===== config.mk =====
export PLATFORM = sky130hd
export DESIGN_NAME = dcs_clock_ctrl
export DESIGN_NICKNAME = d
export VERILOG_FILES = /design/src/design/dcs_pkg.sv /design/src/design/dcs_clock_ctrl.sv /design/src/design/dcs_divider.sv
export SDC_FILE = /design/constraint.sdc
export NUM_CORES = 1
export LEC_CHECK = 0
export BUFFER_PORTS_ARGS = -buffer_cell sky130_fd_sc_hd__clkbuf_2
export CAP_MARGIN = 20
export CORE_UTILIZATION = 40
export CTS_BUF_LIST = sky130_fd_sc_hd__clkbuf_2
export CTS_CLUSTER_SIZE = 24
export DETAILED_ROUTE_END_ITERATION = 7
export PLACE_DENSITY = 0.62
export SKIP_LAST_GASP = 1
export SLEW_MARGIN = 10
export SYNTH_ARGS = -nofsm -noshare
export SYNTH_HDL_FRONTEND = slang
export SYNTH_SLANG_ARGS = --single-unit

===== constraint.sdc =====
create_clock -name core_clk_in -period 4.1 [get_ports core_clk_in]
set_input_delay 1.025 -clock core_clk_in [delete_from_list [all_inputs] [get_ports core_clk_in]]
set_output_delay 1.025 -clock core_clk_in [all_outputs]
set_load 0.005 [all_outputs]

===== src/design/dcs_pkg.sv =====
// Package: constants and types of the converter clock synthesiser control
package dcs_pkg;
    // Control field widths
    localparam int PRESCALE_W = 3;
    localparam int MDIV_W     = 8;
    localparam int CP_W       = 2;
    localparam int TUNE_W     = 6;
    localparam int LOCK_W     = 3;
    // Prescaler codes and divide values
    localparam logic [2:0] PRESCALE_DIV8 = 3'h7;
    localparam logic [2:0] PRESCALE_DIV6 = 3'h6;
    localparam logic [2:0] PRESCALE_DIV5 = 3'h5;
    localparam logic [2:0] PRESCALE_DIV4 = 3'h4;
    localparam logic [3:0] PRESCALE_VAL8 = 4'h8;
    localparam logic [3:0] PRESCALE_VAL6 = 4'h6;
    localparam logic [3:0] PRESCALE_VAL5 = 4'h5;
    localparam logic [3:0] PRESCALE_VAL4 = 4'h4;
    // Charge pump codes
    localparam logic [1:0] CP_OFF    = 2'h0;
    localparam logic [1:0] CP_SINGLE = 2'h1;
    localparam logic [1:0] CP_DOUBLE = 2'h3;
    // Loop ratio limits (P times M)
    localparam logic [11:0] RATIO_MIN    = 12'h018;
    localparam logic [11:0] RATIO_MAX    = 12'h1E0;
    localparam logic [11:0] RATIO_STABLE = 12'h078;
    // Lock status codes
    localparam logic [2:0] LOCK_SLEEP = 3'h0;
    localparam logic [2:0] LOCK_LOW   = 3'h1;
    localparam logic [2:0] LOCK_OK    = 3'h3;
    localparam logic [2:0] LOCK_HIGH  = 3'h7;
    // Reset values
    localparam logic       RST_PATH_SEL  = 1'b0;
    localparam logic       RST_SLEEP     = 1'b1;
    localparam logic [7:0] RST_MDIV      = 8'h04;
    localparam logic [5:0] RST_TUNE      = 6'h20;
    // Lock watch window, in cycles of the sample-rate clock
    localparam logic [7:0] LOCK_SETTLE   = 8'h40;

    typedef enum logic [2:0] {
        DCS_SLEEP  = 3'b001,
        DCS_SETTLE = 3'b010,
        DCS_RUN    = 3'b100
    } dcs_state_t;

    // Divide value of a prescaler code; unused codes act as divide-by-4
    function automatic logic [3:0] dcs_prescale(input logic [2:0] code);
        unique case (code)
            PRESCALE_DIV8: dcs_prescale = PRESCALE_VAL8;
            PRESCALE_DIV6: dcs_prescale = PRESCALE_VAL6;
            PRESCALE_DIV5: dcs_prescale = PRESCALE_VAL5;
            default:       dcs_prescale = PRESCALE_VAL4;
        endcase
    endfunction : dcs_prescale
endpackage : dcs_pkg


===== src/design/dcs_clock_ctrl.sv =====
// Clock selection and loop synthesiser control of the converter
// Operation
// - Path select low bypasses the loop; sample clock is the input clock.
// - Sleep bit high puts loop and oscillator to sleep.
// - Path select high takes sample clock from the loop output.
// - Sleep bit low enables loop and oscillator.
// - Loop mode multiplies the reference up to the sample rate.
// - Prescaler codes 111,110,101,100 divide by 8,6,5,4.
// - M field is the binary divide; comparator rate is sample clock over M.
// - N divider lets the comparator run below reference frequency.
// - Ratios below 120 are stable with the internal filter alone.
// - Charge pump code 01 gives single, 11 double current.
// - Coarse tune moves oscillator centre toward P times sample rate.
// - Three-bit lock status readable; software retunes when out of range.
// - Loop mode makes the output strobe from the N divider output.
// - Cores run on converter clock; input receivers on data clock.
`timescale 1ns/1ps
`default_nettype none
module dcs_clock_ctrl
    import dcs_pkg::*;
(
    input  wire logic                  core_clk_in,
    input  wire logic                  rst_in,
    input  wire logic                  path_sel_in,
    input  wire logic                  sleep_in,
    input  wire logic [PRESCALE_W-1:0] prescale_sel_in,
    input  wire logic [MDIV_W-1:0]     m_div_in,
    input  wire logic [CP_W-1:0]       charge_pump_sel_in,
    input  wire logic [TUNE_W-1:0]     coarse_tune_in,
    input  wire logic                  ext_filter_in,
    input  wire logic                  vco_low_in,
    input  wire logic                  vco_high_in,
    output var  logic                  use_loop_clk_out,
    output var  logic                  loop_enable_out,
    output var  logic [3:0]            vco_divide_out,
    output var  logic [1:0]            cp_current_out,
    output var  logic [TUNE_W-1:0]     vco_tune_out,
    output var  logic [LOCK_W-1:0]     lock_status_out,
    output var  logic                  ratio_ok_out,
    output var  logic                  stable_cfg_out,
    output var  logic                  output_strobe_out,
    output var  logic                  cfg_changed_out
);
    // Synchronised pin inputs, registered configuration fields and lock-watch state
    logic       path_s1_q, path_s2_q, sleep_s1_q, sleep_s2_q;
    logic       low_s1_q, low_s2_q, high_s1_q, high_s2_q;
    logic [2:0]  p_q;
    logic [7:0]  m_q;
    logic [1:0]  cp_q;
    logic [5:0]  tune_q;
    logic        ext_q;
    dcs_state_t  state_q, state_d;
    logic [7:0]  settle_q, settle_d;
    logic        strobe_tick;

    // Two flops on the path, sleep and out-of-range pins before any logic reads them
    always_ff @(posedge core_clk_in or posedge rst_in) begin
        if (rst_in) begin
            path_s1_q  <= RST_PATH_SEL;
            path_s2_q  <= RST_PATH_SEL;
            sleep_s1_q <= RST_SLEEP;
            sleep_s2_q <= RST_SLEEP;
            low_s1_q   <= 1'b0;
            low_s2_q   <= 1'b0;
            high_s1_q  <= 1'b0;
            high_s2_q  <= 1'b0;
        end else begin
            path_s1_q  <= path_sel_in;
            path_s2_q  <= path_s1_q;
            sleep_s1_q <= sleep_in;
            sleep_s2_q <= sleep_s1_q;
            low_s1_q   <= vco_low_in;
            low_s2_q   <= low_s1_q;
            high_s1_q  <= vco_high_in;
            high_s2_q  <= high_s1_q;
        end
    end

    // Configuration fields are static while software changes them
    always_ff @(posedge core_clk_in or posedge rst_in) begin
        if (rst_in) begin
            p_q    <= PRESCALE_DIV4;
            m_q    <= RST_MDIV;
            cp_q   <= CP_SINGLE;
            tune_q <= RST_TUNE;
            ext_q  <= 1'b0;
        end else begin
            p_q    <= prescale_sel_in;
            m_q    <= m_div_in;
            cp_q   <= charge_pump_sel_in;
            tune_q <= coarse_tune_in;
            ext_q  <= ext_filter_in;
        end
    end

    // Ratio checks on P times M
    logic [3:0]  p_val;
    logic [11:0] ratio;
    logic        ratio_ok, stable_cfg, cfg_change, loop_on;
    assign p_val      = dcs_prescale(p_q);
    // Widen both factors first so the product cannot wrap at eight bits
    assign ratio      = 12'(p_val) * 12'(m_q);
    assign ratio_ok   = (ratio >= RATIO_MIN) && (ratio <= RATIO_MAX);
    // Internal filter suffices below 120; above needs help
    assign stable_cfg = (ratio < RATIO_STABLE) ||
                        (cp_q == CP_DOUBLE) || ext_q;
    assign cfg_change = (p_q != prescale_sel_in) || (m_q != m_div_in) ||
                        (cp_q != charge_pump_sel_in) ||
                        (tune_q != coarse_tune_in);
    assign loop_on    = !sleep_s2_q;

    // Lock watch: restart settling on any change of prescale, M, pump or tune
    always_comb begin
        state_d  = state_q;
        settle_d = settle_q;
        unique case (state_q)
            DCS_SLEEP: begin
                settle_d = 8'h00;
                if (loop_on) begin
                    state_d = DCS_SETTLE;
                end
            end
            DCS_SETTLE: begin
                settle_d = settle_q + 8'h01;
                if (!loop_on) begin
                    state_d = DCS_SLEEP;
                end else if (cfg_change) begin
                    settle_d = 8'h00;
                end else if (settle_q >= LOCK_SETTLE) begin
                    state_d = DCS_RUN;
                end
            end
            DCS_RUN: begin
                if (!loop_on) begin
                    state_d = DCS_SLEEP;
                end else if (cfg_change) begin
                    state_d  = DCS_SETTLE;
                    settle_d = 8'h00;
                end
            end
            default: begin
                state_d  = DCS_SLEEP;
                settle_d = 8'h00;
            end
        endcase
    end

    // Lock code: sleep, out of range low or high, or locked
    logic [2:0] lock_d;
    assign lock_d = (state_q == DCS_SLEEP) ? LOCK_SLEEP :
                    low_s2_q               ? LOCK_LOW   :
                    high_s2_q              ? LOCK_HIGH  :
                    (state_q == DCS_RUN)   ? LOCK_OK    : LOCK_LOW;

    // Comparator-rate divider; runs only with the loop selected and awake
    dcs_divider u_ndiv (
        .clk_in   (core_clk_in),
        .rst_in   (rst_in),
        .run_in   (loop_on && path_s2_q),
        .div_in   (m_q),
        .tick_out (strobe_tick)
    );

    // Registered outputs
    always_ff @(posedge core_clk_in or posedge rst_in) begin
        if (rst_in) begin
            state_q           <= DCS_SLEEP;
            settle_q          <= 8'h00;
            use_loop_clk_out  <= RST_PATH_SEL;
            loop_enable_out   <= 1'b0;
            vco_divide_out    <= PRESCALE_VAL4;
            cp_current_out    <= CP_SINGLE;
            vco_tune_out      <= RST_TUNE;
            lock_status_out   <= LOCK_SLEEP;
            ratio_ok_out      <= 1'b0;
            stable_cfg_out    <= 1'b0;
            output_strobe_out <= 1'b0;
            cfg_changed_out   <= 1'b0;
        end else begin
            state_q           <= state_d;
            settle_q          <= settle_d;
            // Mux select for the sample-rate clock (cores on this clock)
            use_loop_clk_out  <= path_s2_q;
            loop_enable_out   <= loop_on;
            vco_divide_out    <= p_val;
            cp_current_out    <= (cp_q == CP_DOUBLE) ? CP_DOUBLE :
                                 (cp_q == CP_SINGLE) ? CP_SINGLE : CP_OFF;
            vco_tune_out      <= tune_q;
            lock_status_out   <= lock_d;
            ratio_ok_out      <= ratio_ok;
            stable_cfg_out    <= stable_cfg;
            // Strobe only in loop mode; bypass needs the external one
            output_strobe_out <= strobe_tick && path_s2_q;
            cfg_changed_out   <= cfg_change;
        end
    end
endmodule : dcs_clock_ctrl
`default_nettype wire


===== src/design/dcs_divider.sv =====
// Programmable divider: one pulse every div_in cycles
`timescale 1ns/1ps
`default_nettype none
module dcs_divider
    import dcs_pkg::*;
(
    input  wire logic              clk_in,
    input  wire logic              rst_in,
    input  wire logic              run_in,
    input  wire logic [MDIV_W-1:0] div_in,
    output var  logic              tick_out
);
    logic [MDIV_W-1:0] cnt_q;
    logic [MDIV_W-1:0] cnt_d;
    logic              wrap;

    // Divide by zero or one gives a pulse every cycle
    assign wrap  = (cnt_q + 8'h01 >= div_in);
    assign cnt_d = (!run_in || wrap) ? 8'h00 : cnt_q + 8'h01;

    // Count and emit the wrap pulse
    always_ff @(posedge clk_in or posedge rst_in) begin
        if (rst_in) begin
            cnt_q    <= 8'h00;
            tick_out <= 1'b0;
        end else begin
            cnt_q    <= cnt_d;
            tick_out <= run_in && wrap;
        end
    end
endmodule : dcs_divider
`default_nettype wire


# [Yosys cells after proc, flatten, opt, wreduce, memory -nomap -nowiden]
# Cells that the tools add are included.
[op_classes] mul=1 reduce_logical=14 addsub=2 eq_ne=18 magnitude_cmp=5 mux=20
[op_table] operator="8-bit 2-to-1 mux" count=5
[op_table] operator="3-bit 2-to-1 mux" count=9
[op_table] operator="8-bit by 1-bit adder with 8-bit output (second input constant)" count=2
[op_table] operator="8-bit one-hot mux with 2 select lines" count=1
[op_table] operator="3-bit equality test (second input constant)" count=4
[op_table] operator="12-bit by 5-bit >= comparator with 1-bit output (second input constant)" count=1
[op_table] operator="12-bit by 9-bit <= comparator with 1-bit output (second input constant)" count=1
[op_table] operator="12-bit by 7-bit < comparator with 1-bit output (second input constant)" count=1
[op_table] operator="4-bit by 8-bit multiplier with 12-bit output" count=1
[op_table] operator="4-bit one-hot mux with 3 select lines" count=1
[op_table] operator="3-bit != test (second input constant)" count=3
[op_table] operator="3-bit one-hot mux with 3 select lines" count=1
[op_table] operator="8-bit by 7-bit >= comparator with 1-bit output (second input constant)" count=1
[op_table] operator="8-bit >= comparator" count=1
[op_table] operator="8-bit != test" count=1
[op_table] operator="1-bit logical OR" count=6
[op_table] operator="2-bit != test (second input constant)" count=3
[op_table] operator="6-bit != test" count=1
[op_table] operator="1-bit logical AND" count=4
[op_table] operator="2-bit 2-to-1 mux" count=2
[op_table] operator="4-bit AND reduction" count=1
[op_table] operator="3-bit by 1-bit equality test with 1-bit output (second input constant)" count=1
[op_table] operator="3-bit by 2-bit equality test with 1-bit output (second input constant)" count=1
[op_table] operator="3-bit != test" count=1
[op_table] operator="6 further kinds" count=7
[word_totals] inputBits=26 output_inout_bits=21 regBits=69 word_cells=87

# [Logic depth before layout (Yosys ltp)]
[depth] ltp_word=7 mapped_depth=17 mapped_depth_nobuf=14

# [Cells and area by module]
# A second synthesis with hierarchy kept.
[unflattened] hier_cells=338 hier_area_um2=3724.8
[by_module_without_submodules] module="dcs_clock_ctrl" cells_per_inst=277 seq_area_each_um2=1514.0 n_inst=1 area_per_inst_um2=3083.0
[by_module_without_submodules] module="dcs_divider" cells_per_inst=61 seq_area_each_um2=225.2 n_inst=1 area_per_inst_um2=641.9

# [Worst setup path before layout]
# No wires, ideal clock.
[synth_path] path_kind="flip-flop to flip-flop" startpoint="register p_q[0]" endpoint="register stable_cfg_out" path_slack_ps=315 path_stages_with_launch=17 setup_ps=126 required_time_ps=3974 arrival_ps=3659 cell_sequence="dfrtp_1 > buf_6 > and3_2 > buf_2 > clkinv_1 > nand2_1 > fa_1 > inv_1 > fa_1 > inv_1 > fa_1 > nor2b_2 > o311ai_2 > a32o_1 > xnor2_1 > a211oi_2 > a311o_1"
[synth_via] elab_chain_cells=6
[synth_lines] element="start: declaration" line_no="dcs_clock_ctrl.sv:47" text="logic [2:0] p_q;"
[synth_lines] element="start signal: assignment" line_no="dcs_clock_ctrl.sv:88" text="p_q <= prescale_sel_in;"
[synth_lines] element="3-bit equality test" line_no="dcs_pkg.sv:47" text="unique case (code)"
[synth_lines] element="4-bit one-hot mux with 3 select lines *" line_no="dcs_pkg.sv:47"
[synth_lines] element="via p_val[3]" line_no="dcs_clock_ctrl.sv:97" text="logic [3:0] p_val;"
[synth_lines] element="4-bit by 8-bit multiplier with 12-bit output *" line_no="dcs_clock_ctrl.sv:102" text="assign ratio = 12'(p_val) * 12'(m_q);"
[synth_lines] element="12-bit by 7-bit < comparator with 1-bit output *" line_no="dcs_clock_ctrl.sv:105" text="assign stable_cfg = (ratio < RATIO_STABLE) ||"
[synth_lines] element="1-bit logical OR *" line_no="dcs_clock_ctrl.sv:105"
[synth_lines] element="1-bit logical OR *" line_no="dcs_clock_ctrl.sv:106" text="(cp_q == CP_DOUBLE) || ext_q;"
[synth_lines] element="via stable_cfg" line_no="dcs_clock_ctrl.sv:99" text="logic ratio_ok, stable_cfg, cfg_change, loop_on;"
[synth_lines] element="end signal: assignment" line_no="dcs_clock_ctrl.sv:191" text="stable_cfg_out <= stable_cfg;"
[synth_lines] element="end: declaration" line_no="dcs_clock_ctrl.sv:40" text="output var logic stable_cfg_out,"
# The timed path passes the listed nets; every way through them passes the cells marked *.
# A chain may end at the register's enable or synchronous reset.

# [Final worst setup path]
[layout_path] startpoint="register p_q[2]" endpoint="register stable_cfg_out"
# The elaborated chain is that of the path after synthesis.

==> flow_summary.yaml <==
yosys:
  synth_top_area_share_pct: 39.80
  async_reset_ff_share_pct: 100.0
  synth_simple_gate_area_share_pct: 16.42
  synth.avg_cell_area_um2: 10.72
  netlist_top_cells_count: "dfrtp_1 (59), nor2_1 (40), inv_1 (30), xnor2_1 (29), ha_1 (26)"
  ys_top_cells_by_area: "dfrtp_1 (40%), ha_1 (8.8%), dfstp_2 (7.1%)"
  synth_most_common_cell: "dfrtp_1"
  synth_top_family_by_area: "simple AND/OR/NAND/NOR gates"
  yosysWarnings: 0
  syn_area_mm2: 0.003710
  synth_compound_area_share_pct: 8.634
  synthAdderAreaFrac_pct: 15.24
  synth-xor-area-share_pct: 8.499
  synth_top_cell_by_area: "dfrtp_1"
  ys_ff_latch: 69
  synth.area.mux_share_pct: 0
  synthFlopType: "dfrtp_1"
  seq_area_frac_synth_pct: 46.88
  syn-num-nets: 410
  ys_types: 51
  synth_edf_count: 0
  synthCells: 346
global_routing:
  grt_pass1_vias: 2630
  overflow: 0
  grt_max_degree: 29
  grt_pass1_wl_mm: 12.05
  grt_use_total_pct: 15.99
  antenna_found_initial: 0
floorplanning:
  fp.dieW_um: 98.31
  rows: 34
  io_pins: 47
  die_h_um: 98.31
  start_util_pct: 41.93
  core_mm2: 0.008848
  fp.dieArea_mm2: 0.009664
critical_path:
  cp_max_fo: 7
  cpPeakStageDelay_ns: 0.59
  criticalPathCategory: "register to register"
  slowest_stage: "dfstp_2"
  path_cells: "nand2_1 -> nor2_1 -> nand2_1 -> fa_1 -> inv_1 -> fa_1 -> inv_1 -> fa_1 -> nor2b_2 -> o311ai_2 -> a32o_1 -> xnor2_1 -> a211oi_2 -> a311o_1"
  crit_top_cell: "fa_1"
  cp.arrival_ns: 4.25
  start_kind: "register"
  endpoint_kind: "register"
  crit_required_ns: 4.49
routing:
  routed_wl_mm: 7.179
  drtIter0Drc: 77
  ant_nets: 0
  post-route-drc-count: 2
  viasPerCell: 5.108
  firstDrtPassIters: 8
  wire_per_inst_um: 14.08
  vias: 2605
clocking:
  clk_latency_ns: 0.48
  cts_max_level: 3
  cts_tree: "yes"
  root_buffer: "clkbuf_2"
  cts_sinks: 69
  numCtsBuffers: 9
  clk_pin_slew_ns: 0.19
  cts.path.max_buffers: 2
finish:
  final_nets: 461
  drive_gt1_share_pct: 21.89
  nFillCells: 842
  post-route-util_pct: 47.75
  syn_to_final_growth_pct: 13.90
  antenna_cells: 0
placed_design:
  hpwl_mm: 5.470
  port_buffers: 46
  gp_congestion: 0.7953
timing:
  rsz0062_at_grt: "no"
  finalCriticalPeriod_ns: 3.867
  tns_ns: 0
  hold_viol_final: 0
  skew_ns: 0.03095
  slew_viol_final: 0
  finalCritPeriodShare_pct: 94.31
  worst_slew_pin_slew_ns: 0.7082
  timing.hold.ws_ns: 0.3692
  maxSlewHeadroom_pct: 52.69
  setup_viol: 0
  fmax_mhz: 258.6
run_status:
  status: "finished, violations left"
  violations: "DRC"
job:
  max-cap-violations: 0
pwr:
  p_leak_nw: 2.018
  powerDensity_mw_per_mm2: 368.7
  ir_worst_vdd_mv: 0.2676
hold_path:
  hold_path_class: "register to register"
state kept, by name, summed over array words and instances, names as in the netlist, 2 cells and up:
| register | flops |
|---|---|
| vco_divide_out | 4 |
| m_q | 8 |
| settle_q | 8 |
| vco_tune_out | 6 |
| cp_q | 2 |
| lock_status_out | 3 |
| state_q | 3 |
| u_ndiv.cnt_q | 8 |
| cp_current_out | 2 |
| p_q | 3 |
| tune_q | 6 |
worst max-delay path, delay by kind of cell (launching register included):
family	cells	cell delay, ns
compound gates	4	0.75
buf+inv	2	0.12
xor+xnor	1	0.16
flops	1	0.59
simple gates	4	0.65
fa+ha+maj	3	1.51
layer usage:
layer / vias to the layer above / GRT usage, % / wire, um
li1: 1266 / - / -
met1: 1284 / 19.98 / 3284
met3: 5 / 4.581 / 271
met5: - / 0 / 0
met2: 50 / 27.41 / 3575
met4: 0 / 3.789 / 48
power by group:
group / switching (mW) / internal [mW] / leakage [nW]
logic: 0.159 / 0.121 / 1.08
registers: 0.0352 / 0.730 / 0.844
clock network: 0.248 / 0.266 / 0.0921
layout by cell type (no fill, tap or decap), drive strengths merged, types with 3 or more instances in the layout:
cell type   n
dfrtp      59
clkbuf     56
nor2       40
inv        30
xnor2      29
ha         26
nand2      19
a21oi      14
fa         12
dfstp      10
nand4      10
nor3        9
nand3       8
nor3b       8
xor2        7
and2        7
nand2b      5
a22oi       5
nor2b       5
a21o        5
o21ai       4
o211ai      3
bufinv      3
buf         3
cell families after synthesis:
kind of cell / count (synthesis)
and+or+nand+nor: 119
DFF: 69
AOI/OAI and AO/OA: 44
xor gates and xnor gates: 36
adders and majority gates: 38
buffers and inverters: 40
layout make-up:
cell class                 instances  area, um^2  share of cell area (%)
clock inverter                     6       111.4                   2.635
tap                              108       135.1                   3.198
clock buffer                      10       50.05                   1.184
multi-input combinational        237        1817                   43.00
timing repair buffer              49       252.7                   5.982
inverter                          31       120.1                   2.843
sequential                        69        1739                   41.16
through the flow:
| stage | instance area, um^2 | setup slack [ns] | cells | power [mW] |
|---|---|---|---|---|
| 3_5_place_dp | 4054 | 0.2033 | 494 | 1.057 |
| 6_report | 4225 | 0.2333 | 510 | 1.558 |
| 3_3_place_gp | 4054 | 0.3211 | 494 | 1.051 |
| 4_1_cts | 4215 | 0.1178 | 510 | 1.578 |
| 2_1_floorplan | 3710 | 0.3147 | 346 | 0.9714 |
| 5_1_grt | 4225 | 0.02373 | 510 | 1.646 |
what timing repair did:
action / in CTS / in global routing
resized for setup: 0 / 2
hold buffers: 0 / 0
buffers inserted: 0 / 0
setup endpoints to repair: 0 / 2
final timing paths:
path                                 start              to  slack, ns  depth (start not counted)
min in group asynchronous           rst_in     settle_q[5]       0.53                          2
max in group asynchronous           rst_in          p_q[2]       2.75                          3
worst min register to register  sleep_s1_q      sleep_s2_q       0.37                          0
worst min-delay path            sleep_s1_q      sleep_s2_q       0.37                          0
worst max register to register      p_q[2]  stable_cfg_out       0.23                         14
worst max-delay path                p_q[2]  stable_cfg_out       0.23                         14
Power figures use the tool's default switching activity.
